<file path="src/sup_pkg.sv">
// sup_pkg: shared constants and carrier types for the supervisor block
// assumes a 200 MHz system clock; the power-fail level is an input
package sup_pkg;
   localparam int unsigned CLK_HZ = 200_000_000;
   localparam int unsigned HOLD_MS = 250;
   localparam int unsigned HOLD_CYC = (CLK_HZ / 1000) * HOLD_MS;
   localparam int unsigned DEB_US = 10;
   localparam int unsigned DEB_CYC = (CLK_HZ / 1_000_000) * DEB_US;
   localparam int unsigned WDOG_MS = 1600;
   localparam int unsigned WDOG_CYC = (CLK_HZ / 1000) * WDOG_MS;
   localparam int unsigned CNT_W = 32;

   typedef struct packed {
      logic ram_select_in_n;
      logic upper_byte_select_n;
      logic lower_byte_select_n;
   } sup_ram_in_t;

   typedef struct packed {
      logic ram_high_select_n;
      logic ram_low_select_n;
   } sup_ram_out_t;

   typedef enum logic [2:0] {
      S_RUN = 3'h1,
      S_DEB = 3'h2,
      S_HOLD = 3'h4
   } sup_state_t;
endpackage : sup_pkg

</file>
<file path="src/sup_timer.sv">
// sup_timer: restartable cycle counter that flags when a limit is reached
// assumes restart and run are synchronous to i_clk
`timescale 1ns/1ps
module sup_timer
   import sup_pkg::*;
(
   // clock and reset
   input wire logic i_clk,
   input wire logic i_arst_n,
   input wire logic i_ce,
   // control
   input wire logic i_restart,
   input wire logic i_run,
   input wire logic [CNT_W-1:0] i_limit,
   // status
   output logic o_done
);
   logic [CNT_W-1:0] cnt_q;
   wire at_limit = (cnt_q >= i_limit);

   always_ff @(posedge i_clk or negedge i_arst_n) begin
      if (!i_arst_n) begin
         cnt_q <= '0;
      end else if (i_ce) begin
         if (i_restart) begin
            cnt_q <= '0;
         end else if (i_run && !at_limit) begin
            cnt_q <= cnt_q + CNT_W'(1);
         end
      end
   end

   assign o_done = at_limit;
endmodule : sup_timer

</file>
<file path="src/sup_top.sv">
// sup_top: processor supervisor with reset generation and sram select gating
// assumes i_supply_ok comes from an external comparator, synchronous to i_clk;
// the reset pin is open drain with an outside pullup
//
// How it works
// - reset low on fail, watchdog, hold, button
// - debounced button gives at least 250ms reset
// - missed watchdog kick forces reset
// - wait 250ms hold after supply rises
// - inputs ignored during power-up hold
// - reset held 250ms after supply returns
// - high select needs upper byte and select low
// - low select needs lower byte and select low
// - supply fail forces both selects high
// - selects inactive until hold time ends
`timescale 1ns/1ps
module sup_top
   import sup_pkg::*;
#(
   parameter int unsigned HOLD_CYCLES = HOLD_CYC,
   parameter int unsigned DEB_CYCLES = DEB_CYC,
   parameter int unsigned WDOG_CYCLES = WDOG_CYC
) (
   // clock, reset, enable
   input wire logic i_clk,
   input wire logic i_arst_n,
   input wire logic i_ce,
   // supply comparator, high while above power_fail_level
   input wire logic i_supply_ok,
   // host strobes
   input wire logic i_watchdog_kick_n,
   input wire sup_ram_in_t i_ram,
   // open-drain reset pin
   input wire logic i_rst_pin_n,
   output logic o_rst_pin_n,
   output logic o_rst_pin_oe,
   // sram selects
   output sup_ram_out_t o_ram
);
   sup_state_t state_q, state_d;
   logic ready_q;
   logic kick_prev_q;
   logic rst_oe_q;
   sup_ram_out_t ram_q;

   logic hold_done, deb_done, wdog_done, btn_done;

   // power-up hold timer restarts whenever the supply drops
   sup_timer u_hold (
      .i_clk(i_clk),
      .i_arst_n(i_arst_n),
      .i_ce(i_ce),
      .i_restart(!i_supply_ok),
      .i_run(1'b1),
      .i_limit(CNT_W'(HOLD_CYCLES)),
      .o_done(hold_done)
   );

   wire inputs_live = i_supply_ok && ready_q;
   wire kick_fall = inputs_live && kick_prev_q && !i_watchdog_kick_n;
   // pin reads low while we drive it, so only a low seen while released counts
   wire btn_low = inputs_live && !rst_oe_q && !i_rst_pin_n;

   // watchdog restarted by each kick edge, also by any reset pulse
   sup_timer u_wdog (
      .i_clk(i_clk),
      .i_arst_n(i_arst_n),
      .i_ce(i_ce),
      .i_restart(kick_fall || !inputs_live || state_q != S_RUN),
      .i_run(1'b1),
      .i_limit(CNT_W'(WDOG_CYCLES)),
      .o_done(wdog_done)
   );

   // debounce: the low must persist this long before a reset pulse
   sup_timer u_deb (
      .i_clk(i_clk),
      .i_arst_n(i_arst_n),
      .i_ce(i_ce),
      .i_restart(!(btn_low && state_q == S_DEB)),
      .i_run(1'b1),
      .i_limit(CNT_W'(DEB_CYCLES)),
      .o_done(deb_done)
   );

   // reset pulse width timer for button and watchdog
   sup_timer u_pulse (
      .i_clk(i_clk),
      .i_arst_n(i_arst_n),
      .i_ce(i_ce),
      .i_restart(state_q != S_HOLD),
      .i_run(1'b1),
      .i_limit(CNT_W'(HOLD_CYCLES)),
      .o_done(btn_done)
   );

   always_comb begin
      state_d = state_q;
      case (state_q)
         S_RUN: begin
            if (wdog_done) begin
               state_d = S_HOLD;
            end else if (btn_low) begin
               state_d = S_DEB;
            end
         end
         S_DEB: begin
            if (!btn_low) begin
               state_d = S_RUN;
            end else if (deb_done) begin
               state_d = S_HOLD;
            end
         end
         S_HOLD: begin
            if (btn_done) begin
               state_d = S_RUN;
            end
         end
         default: state_d = S_RUN;
      endcase
   end

   wire rst_req = !i_supply_ok || !ready_q || state_q == S_HOLD;
   wire ram_en = i_supply_ok && ready_q;
   wire high_sel_n = !(ram_en && !i_ram.ram_select_in_n
                       && !i_ram.upper_byte_select_n);
   wire low_sel_n = !(ram_en && !i_ram.ram_select_in_n
                      && !i_ram.lower_byte_select_n);

   always_ff @(posedge i_clk or negedge i_arst_n) begin
      if (!i_arst_n) begin
         state_q <= S_RUN;
         ready_q <= 1'b0;
         kick_prev_q <= 1'b1;
         rst_oe_q <= 1'b1;
         ram_q <= '1;
      end else if (i_ce) begin
         state_q <= inputs_live ? state_d : S_RUN;
         ready_q <= i_supply_ok && hold_done;
         kick_prev_q <= i_watchdog_kick_n;
         rst_oe_q <= rst_req;
         ram_q <= '{ram_high_select_n: high_sel_n, ram_low_select_n: low_sel_n};
      end
   end

   assign o_rst_pin_oe = rst_oe_q;
   assign o_rst_pin_n = 1'b0;
   assign o_ram = ram_q;

   // assertion helpers: run lengths of the reset pulse and of the button low
   logic [CNT_W-1:0] oe_run_q, oe_run_d;
   logic [CNT_W-1:0] btn_run_q, btn_run_d;
   // saturate so a very long run cannot wrap and look short
   assign oe_run_d = !rst_oe_q ? '0 : (&oe_run_q) ? oe_run_q : oe_run_q + CNT_W'(1);
   assign btn_run_d = !btn_low ? '0 : (&btn_run_q) ? btn_run_q : btn_run_q + CNT_W'(1);

   always_ff @(posedge i_clk or negedge i_arst_n) begin
      if (!i_arst_n) begin
         oe_run_q <= '0;
         btn_run_q <= '0;
      end else if (i_ce) begin
         oe_run_q <= oe_run_d;
         btn_run_q <= btn_run_d;
      end
   end

   // assertions
   a_fail_resets: assert property (@(posedge i_clk) disable iff (!i_arst_n)
      (i_ce && !i_supply_ok) |=> o_rst_pin_oe)
      else $error("reset not driven during supply fail");
   a_fail_blocks_ram: assert property (@(posedge i_clk) disable iff (!i_arst_n)
      (i_ce && !i_supply_ok) |=> (o_ram == '1))
      else $error("sram select active during supply fail");
   a_hold_blocks_ram: assert property (@(posedge i_clk) disable iff (!i_arst_n)
      (i_ce && !ready_q) |=> (o_ram == '1))
      else $error("sram select active before hold ends");
   a_high_select: assert property (@(posedge i_clk) disable iff (!i_arst_n)
      (i_ce && ram_en && !i_ram.ram_select_in_n && !i_ram.upper_byte_select_n)
      |=> !o_ram.ram_high_select_n)
      else $error("high select not asserted");
   a_high_blocked: assert property (@(posedge i_clk) disable iff (!i_arst_n)
      (i_ce && (i_ram.ram_select_in_n || i_ram.upper_byte_select_n))
      |=> o_ram.ram_high_select_n)
      else $error("high select asserted without both strobes");
   a_low_select: assert property (@(posedge i_clk) disable iff (!i_arst_n)
      (i_ce && (i_ram.ram_select_in_n || i_ram.lower_byte_select_n))
      |=> o_ram.ram_low_select_n)
      else $error("low select asserted without both strobes");
   a_low_asserted: assert property (@(posedge i_clk) disable iff (!i_arst_n)
      (i_ce && ram_en && !i_ram.ram_select_in_n && !i_ram.lower_byte_select_n)
      |=> !o_ram.ram_low_select_n)
      else $error("low select not asserted");
   a_ready_needs_hold: assert property (@(posedge i_clk) disable iff (!i_arst_n)
      $rose(ready_q) |-> $past(hold_done) && $past(i_supply_ok))
      else $error("ready before hold time");
   a_no_early_release: assert property (@(posedge i_clk) disable iff (!i_arst_n)
      (i_ce && !ready_q) |=> o_rst_pin_oe)
      else $error("reset released before hold ends");
   a_inputs_ignored: assert property (@(posedge i_clk) disable iff (!i_arst_n)
      (i_ce && !ready_q) |=> (state_q == S_RUN))
      else $error("input acted on during hold");
   a_kick_ignored: assert property (@(posedge i_clk) disable iff (!i_arst_n)
      (i_ce && !inputs_live) |=> !wdog_done)
      else $error("watchdog ran while inputs disabled");
   a_supply_return: assert property (@(posedge i_clk) disable iff (!i_arst_n)
      (i_ce && $past(i_ce) && $rose(i_supply_ok)) |-> o_rst_pin_oe)
      else $error("reset not held as supply returns");
   a_oe_on_hold: assert property (@(posedge i_clk) disable iff (!i_arst_n)
      (i_ce && state_q == S_HOLD) |=> o_rst_pin_oe)
      else $error("reset not driven during pulse");
   a_wdog_reset: assert property (@(posedge i_clk) disable iff (!i_arst_n)
      (i_ce && inputs_live && state_q == S_RUN && wdog_done) |=> ##1 o_rst_pin_oe)
      else $error("watchdog expiry gave no reset");
   a_kick_restarts: assert property (@(posedge i_clk) disable iff (!i_arst_n)
      (i_ce && kick_fall && state_q == S_RUN) |=> !wdog_done)
      else $error("kick did not restart watchdog");
   a_deb_needs_low: assert property (@(posedge i_clk) disable iff (!i_arst_n)
      (i_ce && state_q == S_DEB && !btn_low) |=> (state_q == S_RUN))
      else $error("debounce kept after button released");
   a_debounce_len: assert property (@(posedge i_clk) disable iff (!i_arst_n)
      (i_ce && state_q == S_DEB && btn_low && deb_done) |-> (btn_run_q >= CNT_W'(DEB_CYCLES)))
      else $error("button pulse shorter than debounce time");
   // every reset pulse, whatever its cause, lasts at least the hold time
   a_button_width: assert property (@(posedge i_clk) disable iff (!i_arst_n)
      $fell(o_rst_pin_oe) |-> (oe_run_q >= CNT_W'(HOLD_CYCLES)))
      else $error("reset pulse released early");
endmodule : sup_top

</file>
<file path="config.mk">
export PLATFORM = sky130hd
export DESIGN_NAME = sup_top
export DESIGN_NICKNAME = d
export VERILOG_FILES = /design/src/sup_pkg.sv /design/src/sup_timer.sv /design/src/sup_top.sv
export SDC_FILE = /design/constraint.sdc
export NUM_CORES = 1
export LEC_CHECK = 0
export BUFFER_PORTS_ARGS = -buffer_cell sky130_fd_sc_hd__buf_2
export CAP_MARGIN = 10
export CORE_ASPECT_RATIO = 1.1
export CORE_UTILIZATION = 30
export CTS_CLUSTER_SIZE = 30
export DETAILED_ROUTE_END_ITERATION = 10
export PLACE_DENSITY_LB_ADDON = 0.12
export SYNTH_ARGS = -nofsm -noshare
export SYNTH_HDL_FRONTEND = slang
export SYNTH_SLANG_ARGS = --single-unit
</file>
<file path="constraint.sdc">
create_clock -name i_clk -period 2.3 [get_ports i_clk]
set_clock_uncertainty 0.05 [all_clocks]
set_input_delay 0.46 -clock i_clk [delete_from_list [all_inputs] [get_ports i_clk]]
set_output_delay 0.46 -clock i_clk [all_outputs]
set_load 0.005 [all_outputs]
</file>
==> Yosys cells after proc, flatten, opt, wreduce, memory -nomap -nowiden <==
Index checks and enable logic that the tools add are counted.
{ "classes": {"addsub": 4, "n_lt_le_gt_ge": 4, "eq_ne": 12, "muxes": 15, "reduce_logical": 30} }
{ "ops": {"columns": ["cell", "n"], "rows": [
  ["32-bit two-way mux", 8],
  ["32-bit by 1-bit adder with 32-bit output (second input constant)", 4],
  ["32-bit by 26-bit greater-or-equal comparator with 1-bit output (second input constant)", 2],
  ["32-bit by 11-bit greater-or-equal comparator with 1-bit output (second input constant)", 1],
  ["32-bit by 29-bit greater-or-equal comparator with 1-bit output (second input constant)", 1],
  ["3-bit two-way mux", 6],
  ["1-bit logical NOT", 11],
  ["1-bit logical AND", 10],
  ["3-bit case mux with 3 select lines", 1],
  ["2-bit AND reduction", 4],
  ["3-bit inequality test (second input constant)", 2],
  ["1-bit logical OR", 4],
  ["2-bit by 1-bit inequality test with 1-bit output (second input constant)", 2],
  ["2-bit inequality test (second input constant)", 2],
  ["4-bit by 3-bit inequality test with 1-bit output (second input constant)", 1],
  ["4-bit inequality test (second input constant)", 1],
  ["4-bit AND reduction", 1],
  ["3-bit by 1-bit equality test with 1-bit output (second input constant)", 1],
  ["3-bit by 2-bit equality test with 1-bit output (second input constant)", 1],
  ["3-bit equality test (second input constant)", 1],
  ["3-bit by 1-bit inequality test with 1-bit output (second input constant)", 1]
]} }
{ "word_totals": {"reg_bits": 136, "inputBits": 9, "out_inout_bits": 4} }

==> Logic depth before layout (Yosys ltp) <==
Gate-level depths: netlist (run 1).
{ "logic_depth": {"ltp_word": 7, "depth_mapped": 8, "depth_no_buf": 7} }

==> Cells and area by module <==
From an unflattened synthesis (run 1), not the netlist that was laid out.
{ "unflattened": {"hier_cells": 1596, "hier_area_um2": 12502.0} }
{ "modules_own_cells": {"columns": ["module", "instances", "cells_per_inst", "area_each_um2", "seq_area_each_um2"], "rows": [
  ["sup_timer", 4, 387, 3009.1, 800.8],
  ["sup_top", 1, 48, 465.4, 206.4]
]} }

==> Worst setup path before layout (run 1) <==
OpenSTA, ideal clock, no wires.
{ "synth_timing": {"kind": "register to register", "from": "register u_hold.cnt_q[10]", "to": "register u_hold.cnt_q[16]", "arrival_time_ns": 2.147, "setup_slack_ns": 0.034, "stages_incl_launch_ff": 8, "path_buffers": 1, "synth_period_minus_slack_ns": 2.266, "cell_sequence": "dfrtp_1 -> or4_1 -> o211ai_2 -> a211oi_2 -> or2_1 -> buf_6 -> or4b_1 -> nand3_1"} }
{ "synth_via": {"elab_chain_len": 3} }
{ "synth_lines": {"columns": ["element", "line", "text"], "rows": [
  ["start: declaration", "sup_timer.sv:18", "logic [CNT_W-1:0] cnt_q;"],
  ["start signal: assignment", "sup_timer.sv:28", "cnt_q <= cnt_q + CNT_W'(1);"],
  ["32-bit by 1-bit adder with 32-bit output or 32-bit by 26-bit greater-or-equal comparator with 1-bit output (tied branches)", "sup_timer.sv:28, sup_timer.sv:19", null],
  ["32-bit two-way mux or 2-bit inequality test (tied branches)", null, null],
  ["32-bit two-way mux or 2-bit AND reduction (tied branches)", null, null]
]} }
Parallel ways exist; a longest one is shown, timed or not. The select of a mux whose other input is x is not followed.
A chain may end at the register's enable or synchronous reset.

==> Worst setup path after layout (run 1) <==
{ "layout_timing": {"from": "register u_hold.cnt_q[10]", "to": "register u_hold.cnt_q[4]"} }
{ "layout_via": {"elab_chain_len": 3} }
{ "layout_lines": {"columns": ["element", "line", "text"], "rows": [
  ["32-bit by 26-bit greater-or-equal comparator with 1-bit output", "sup_timer.sv:19", "wire at_limit = (cnt_q >= i_limit);"],
  ["2-bit inequality test (no line)", null, null],
  ["2-bit AND reduction (no line)", null, null]
]} }
Every way passes these cells.

==> out/qor.txt, run 1 <==
Status: finished clean
Area delta synth->final: 20.75%
Layout cell share with drive strength beyond 1: 14.69%
Setup tns final: 0 ns
Initial Util: 30.87%
Port buffer count: 11
Period utilization: 96.02%
Min Tclk post-route: 2.209 ns
# nets final: 821
Die area: 23580 um^2
Area post-placement: 7639 um^2
Final Max Tran Viols: 0
# fillers: 2201
MaxCap Viol Count: 0
Peak supply drop: 0.0004164 V
CTS buffer count: 17
Worst-Skew Late Latency: 0.42 ns
Critical path cell sequence: or4_4 > o211ai_2 > a211oi_2 > or2_4 > or4b_1 > nand3_1
Vias: 5683
DRC Markers: 0
Most frequent cells in the layout: dfrtp_1, nand2_1, nor2_1
Cell area after layout: 8322 um^2
Final setup vio count: 0
First-pass GRT wire length: 28260 um
Die H: 161.0 um
Slew HR: 65.27%
Critical path's slowest cell: or4_4
DRT Pass-1 Iters: 5
N_diodes: 0
CP max stage delay: 0.54 ns
Synthesized area per cell: 9.250 um^2
Sequential share of the synthesized area: 49.47%
Yosys reg bits: 136
Arr. time, crit path: 2.51 ns
Power Dens Cells: 672.6 nW/um^2
DP HPWL: 11120 um
Post-synth cell types: 59
CORE AREA: 22320 um^2
IO Pins: 13
Worst Hold Class: in2reg
Post-DRT Antenna Nets: 0
Post-synth EDFFs: 0
Pleak: 3.654 nW
Setup crit end kind: flip-flop
Final hold violation count: 0
Maximum fanout along the worst path: 5
Global Route Usage Sum: 14.88%
Antenna violations before repair: 1
Setup CP Type: reg2reg
Clock Path Buffers: 2
Total congestion overflow: 0
Top FF cell, synth: dfrtp_1
Cell area after synthesis: 6892 um^2
CTS tree: built
Vias/cell: 5.111
Htree depth: 4
Total wire length: 16470 um
Cell count after synthesis: 745
Post-Syn Nets: 762
Clk slew on worst S/H paths: 0.06 ns
Post-DR wirelength/cell: 14.81 um
Most common cell after layout, fill and taps aside: dfrtp_1
Async set or reset register ratio after synthesis: 100.0%
Crit path launch type: flip-flop
F_max: 452.8 MHz
Pin count of the biggest net entering global routing: 48
Vias in the first global route: 5668
Die width: 146.5 um
CP required: 2.60 ns
CTS root buffer: clkbuf_16
Standard-cell rows: 57
Final Wtd Congestion: 0.7592
CTS Sinks: 136
Detailed Route Iter0 Violations: 435
Slew @ Worst Pin: 0.5197 ns
Yosys Warn Count: 0
==> synthesized netlist by cell type (4+ instances only) <==
cell / n / area, um^2
dfstp_2: 5 / 131.4
or4_1: 6 / 45.04
a21oi_1: 25 / 125.1
and3_1: 23 / 143.9
or3_1: 19 / 118.9
nand3_1: 49 / 245.2
o21a_1: 8 / 60.06
o211ai_1: 13 / 97.59
and4_1: 9 / 78.83
clkbuf_1: 24 / 90.09
dfrtp_1: 131 / 3278
nor3_1: 21 / 105.1
a41oi_1: 4 / 35.03
nand2_1: 79 / 296.5
nor4_1: 13 / 81.33
inv_1: 21 / 78.83
nor2_1: 78 / 292.8
nand4_1: 28 / 175.2
ha_1: 8 / 100.1
o21ai_0: 33 / 165.2
xnor2_1: 7 / 61.31
a31oi_1: 5 / 31.28
xor2_1: 24 / 210.2
a22o_1: 5 / 43.79
o31ai_1: 11 / 82.58
and2_1: 33 / 206.5
nand4b_1: 8 / 70.07
nand2b_1: 6 / 37.54
==> critical path: cells and delay by family, from the launching register on <==
kind | cells | cell delay, ns
flip-flops | 1 | 0.39
AND/OR/NAND/NOR | 4 | 1.41
AO/OA/AOI/OAI | 2 | 0.30
==> cell type report <==
class	count	area [um^2]	area share (%)
clock buffers	25	485.5	5.834
flip-flops and latches	136	3410	40.97
clock inverters	7	117.6	1.413
repair buffers	68	520.5	6.255
well taps	295	369.1	4.435
inverters	21	78.83	0.9472
multi-input cells	560	3341	40.14
==> per-layer routing <==
metal / global-route usage [%] / routed length [um] / part of all wire (%) / up-vias
met5: 0 / 13 / 0.079 / -
met1: 19.83 / 8130 / 49 / 2800
li1: - / - / - / 2808
met3: 3.295 / 382 / 2.3 / 17
met2: 23.68 / 7740 / 47 / 56
met4: 5.303 / 208 / 1.3 / 2
==> logic make-up after synthesis <==
kind of cell             count (synthesis)  synth area share, %
XOR/XNOR                                31                3.940
other                                    1              0.05441
AO/OA/AOI/OAI                          129                12.35
buffers and inverters                   50                2.887
adder cells (fa/ha/maj)                  8                1.452
flip-flops                             136                49.47
multiplexers                             2               0.3086
AND/OR/NAND/NOR                        388                29.54
==> worst paths after layout <==
kind	cells after the start	start	end	slack, ns
min reg2reg	1	u_deb.cnt_q[28]	u_deb.cnt_q[28]	0.43
max	6	u_hold.cnt_q[10]	u_hold.cnt_q[4]	0.09
min in group asynchronous	2	i_arst_n	u_pulse.cnt_q[20]	0.46
max reg2reg	6	u_hold.cnt_q[10]	u_hold.cnt_q[4]	0.09
max in group asynchronous	3	i_arst_n	u_wdog.cnt_q[17]	1.04
min	3	i_watchdog_kick_n	kick_prev_q	0.24
==> what timing repair did <==
item,4_1_cts,5_1_grt
endpoints found under the hold margin,32,0
pin swaps,0,5
setup endpoints to repair,3,22
resized for setup,2,10
buffers inserted,0,2
cloned,0,1
hold buffers,1,0
==> stage by stage <==
stage | hold slack, ns | std cells | utilization [%] | power, W | worst slack, ns
after global placement | 0.3432 | 1076 | 34.22 | 0.002822 | -0.05899
final | 0.2424 | 1112 | 37.28 | 0.005597 | 0.09149
after detailed placement | 0.3529 | 1076 | 34.22 | 0.002833 | -0.02471
after CTS | 0.2234 | 1109 | 37.00 | 0.005686 | 0.03664
after global routing | 0.2723 | 1112 | 37.28 | 0.005842 | -0.005616
after floorplan | 0.1144 | 745 | - | 0.002671 | 0.03377
==> registers in the layout, indices dropped and copies added, names as in the netlist <==
name	count
u_hold.cnt_q	32
o_rst_pin_oe	1
u_deb.cnt_q	32
u_pulse.cnt_q	32
kick_prev_q	1
ready_q	1
u_wdog.cnt_q	32
state_q	3
o_ram	2
==> power breakdown <==
group | total (W) | switching (W) | internal [W]
logic | 0.000303 | 0.000193 | 0.000109
registers | 0.00249 | 0.0000475 | 0.00244
clock network | 0.00281 | 0.00101 | 0.00179
Note: power is estimated with default switching activity, not from simulation.
==> run 2, diff against run 1 <==
--- a/config.mk
+++ b/config.mk
@@ -11,6 +11,7 @@
 export CORE_UTILIZATION = 30
 export CTS_CLUSTER_SIZE = 30
 export DETAILED_ROUTE_END_ITERATION = 10
+export GPL_TIMING_DRIVEN = 0
 export PLACE_DENSITY_LB_ADDON = 0.12
 export SYNTH_ARGS = -nofsm -noshare
 export SYNTH_HDL_FRONTEND = slang
==> constraint.sdc (replaced) <==
create_clock -name i_clk -period 2.3 [get_ports i_clk]
set_clock_uncertainty 0.05 [all_clocks]
set_input_delay 0.46 -clock i_clk [delete_from_list [all_inputs] [get_ports i_clk]]
set_output_delay 0.46 -clock i_clk [all_outputs]
set_load 0.1 [all_outputs]
==> out/qor.txt, run 2 (same netlist as run 1, synthesis figures left out) <==
MaxCap Viol Count: 0 (unchanged)
Inst Count DP: 1051 (was 1076)
F_max: 439.7 MHz (was 452.8 MHz)
Vias/cell: 5.167 (was 5.111)
R2R cell count: 7 (was 6)
Final Max Tran Viols: 0 (unchanged)
Total congestion overflow: 0 (unchanged)
Vias: 5668 (was 5683)
Layout cell share with drive strength beyond 1: 13.47% (was 14.69%)
Area of the multi-input gates: 3467 um^2 (was 3341 um^2)
Worst-Skew Late Latency: 0.41 ns (was 0.42 ns)
Detailed Route Iter0 Violations: 379 (was 435)
DRT Pass-1 Iters: 4 (was 5)
N_diodes: 0 (unchanged)
# fillers: 2272 (was 2201)
Post-DRT Antenna Nets: 0 (unchanged)
Final setup vio count: 0 (unchanged)
Fin util: 36.96% (was 37.28%)
Worst hold endpoint: kick_prev_q (unchanged)
Antenna violations before repair: 2 (was 1)
Slew HR: 57.11% (was 65.27%)
Crit path launch type: flip-flop (unchanged)
HP Start: i_watchdog_kick_n (unchanged)
Final Wtd Congestion: 0.7509 (was 0.7592)
Global Route Usage Sum: 15.29% (was 14.88%)
CP required: 2.60 ns (about the same)
Setup crit end kind: flip-flop (unchanged)
Maximum fanout along the worst path: 8 (was 5)
Sequential Area: 3411 um^2 (was 3410 um^2)
Most frequent cells in the layout: dfrtp_1, nand2_1, nor2_1 (unchanged)
First-pass GRT wire length: 28960 um (was 28260 um)
Die width: 146.5 um (unchanged)
DP HPWL: 11340 um (was 11120 um)
Port buffer count: 10 (was 11)
Post-DR wirelength/cell: 15.35 um (was 14.81 um)
Pleak: 3.555 nW (was 3.654 nW)
FF-to-FF Start: u_hold.cnt_q[9] (was u_hold.cnt_q[10])
Area delta synth->final: 19.72% (was 20.75%)
Die H: 161.0 um (unchanged)
Die area: 23580 um^2 (unchanged)
Setup CP Type: reg2reg (unchanged)
RSZ-0062 raised after global routing: yes
Status: finished clean (unchanged)
FF-to-FF setup slack: 0.03 ns (was 0.09 ns)
CTS tree: built (unchanged)
Final Power: 0.005488 W (was 0.005597 W)
Min Tclk post-route: 2.274 ns (was 2.209 ns)
Initial Util: 30.87% (unchanged)
CORE AREA: 22320 um^2 (unchanged)
Slew @ Worst Pin: 0.6391 ns (was 0.5197 ns)
Htree depth: 4 (unchanged)
# nets final: 806 (was 821)
Non-Filler Instances: 1097 (was 1112)
Clock Path Buffers: 2 (unchanged)
Power Dens Cells: 665.2 nW/um^2 (was 672.6 nW/um^2)
Worst Hold Class: in2reg (unchanged)
CTS root buffer: clkbuf_16 (unchanged)
DRC Markers: 0 (unchanged)
Vias in the first global route: 5681 (was 5668)
Pin count of the biggest net entering global routing: 77 (was 48)
IO Pins: 13 (unchanged)
Final hold violation count: 0 (unchanged)
Peak supply drop: 0.0004161 V (was 0.0004164 V)
CTS buffer count: 17 (unchanged)
Period utilization: 98.87% (was 96.02%)
R2R Path End: u_hold.cnt_q[4] (unchanged)
Standard-cell rows: 57 (unchanged)
Most common cell after layout, fill and taps aside: dfrtp_1 (unchanged)
Clk slew on worst S/H paths: 0.06 ns (about the same)
Arr. time, crit path: 2.57 ns (was 2.51 ns)
CTS Sinks: 136 (unchanged)
WHS Path Cells: 3 (unchanged)
Total wire length: 16840 um (was 16470 um)
[run 2: layout make-up]
| cell class | instances | share of cell area [%] |
|---|---|---|
| inverters | 21 | 0.9554 |
| multi-input cells | 559 | 42.02 |
| clock buffers | 20 | 5.414 |
| clock inverters | 12 | 1.547 |
| flip-flops and latches | 136 | 41.34 |
| plain buffers | 27 | 1.744 |
| repair buffers | 27 | 2.502 |
| well taps | 295 | 4.474 |
[run 2: timing repair]
item	in CTS	in global routing
pin swaps	9	11
setup endpoints to repair	71	90
hold buffers	1	0
setup buffers	9	6
resized for setup	30	36
hold endpoints to repair	3	0
[run 2: how the worst max path moves through the flow]
| stage | start | to | slack (ns) | cells past startpoint |
|---|---|---|---|---|
| floorplan | u_hold.cnt_q[10] | u_hold.cnt_q[16] | 0.03 | 7 |
| detailed placement | i_ce | u_pulse.cnt_q[21] | -0.67 | 6 |
| CTS | u_hold.cnt_q[9] | u_hold.cnt_q[16] | -0.01 | 7 |
| finish | u_hold.cnt_q[9] | u_hold.cnt_q[4] | 0.03 | 7 |
| global placement | i_arst_n | u_deb.cnt_q[26] | -1.30 | 1 |
| global route | u_hold.cnt_q[9] | u_hold.cnt_q[4] | -0.04 | 7 |
[run 2: metrics by stage]
stage	setup slack [ns]	instance area (um^2)	hold slack [ns]	setup TNS, ns
5_1_grt	-0.04382	8250	0.2421	-0.1274
3_5_place_dp	-0.6650	7345	0.4199	-28.27
3_3_place_gp	-1.303	7311	0.4096	-197.62
6_report	0.02594	8250	0.2461	0
4_1_cts	-0.01261	8113	0.2307	-0.01952
2_1_floorplan	0.03377	6892	0.1144	0
[run 2: where the power goes]
part           internal (W)  leakage (nW)  total, W  switching [W]
sequential          0.00244          1.87   0.00249      0.0000522
clock               0.00162         0.283   0.00267        0.00105
combinational     0.0000972          1.40  0.000325       0.000228
total               0.00416          3.56   0.00549        0.00133
[run 2: worst max-delay path: stages (launching register included)]
cell,delay (ns)
dfrtp_2,0.41
or4_4,0.53
o211ai_4,0.20
a211oi_4,0.10
or2_1,0.23
buf_6,0.15
or4b_1,0.47
nand3_1,0.08
[run 2: routing by layer]
layer,global-route usage (%),wire (um),up-vias
met5,0,27,-
met4,3.504,151,4
met3,3.693,541,14
met2,25.82,8161,54
met1,19.70,7961,2821
li1,-,-,2775
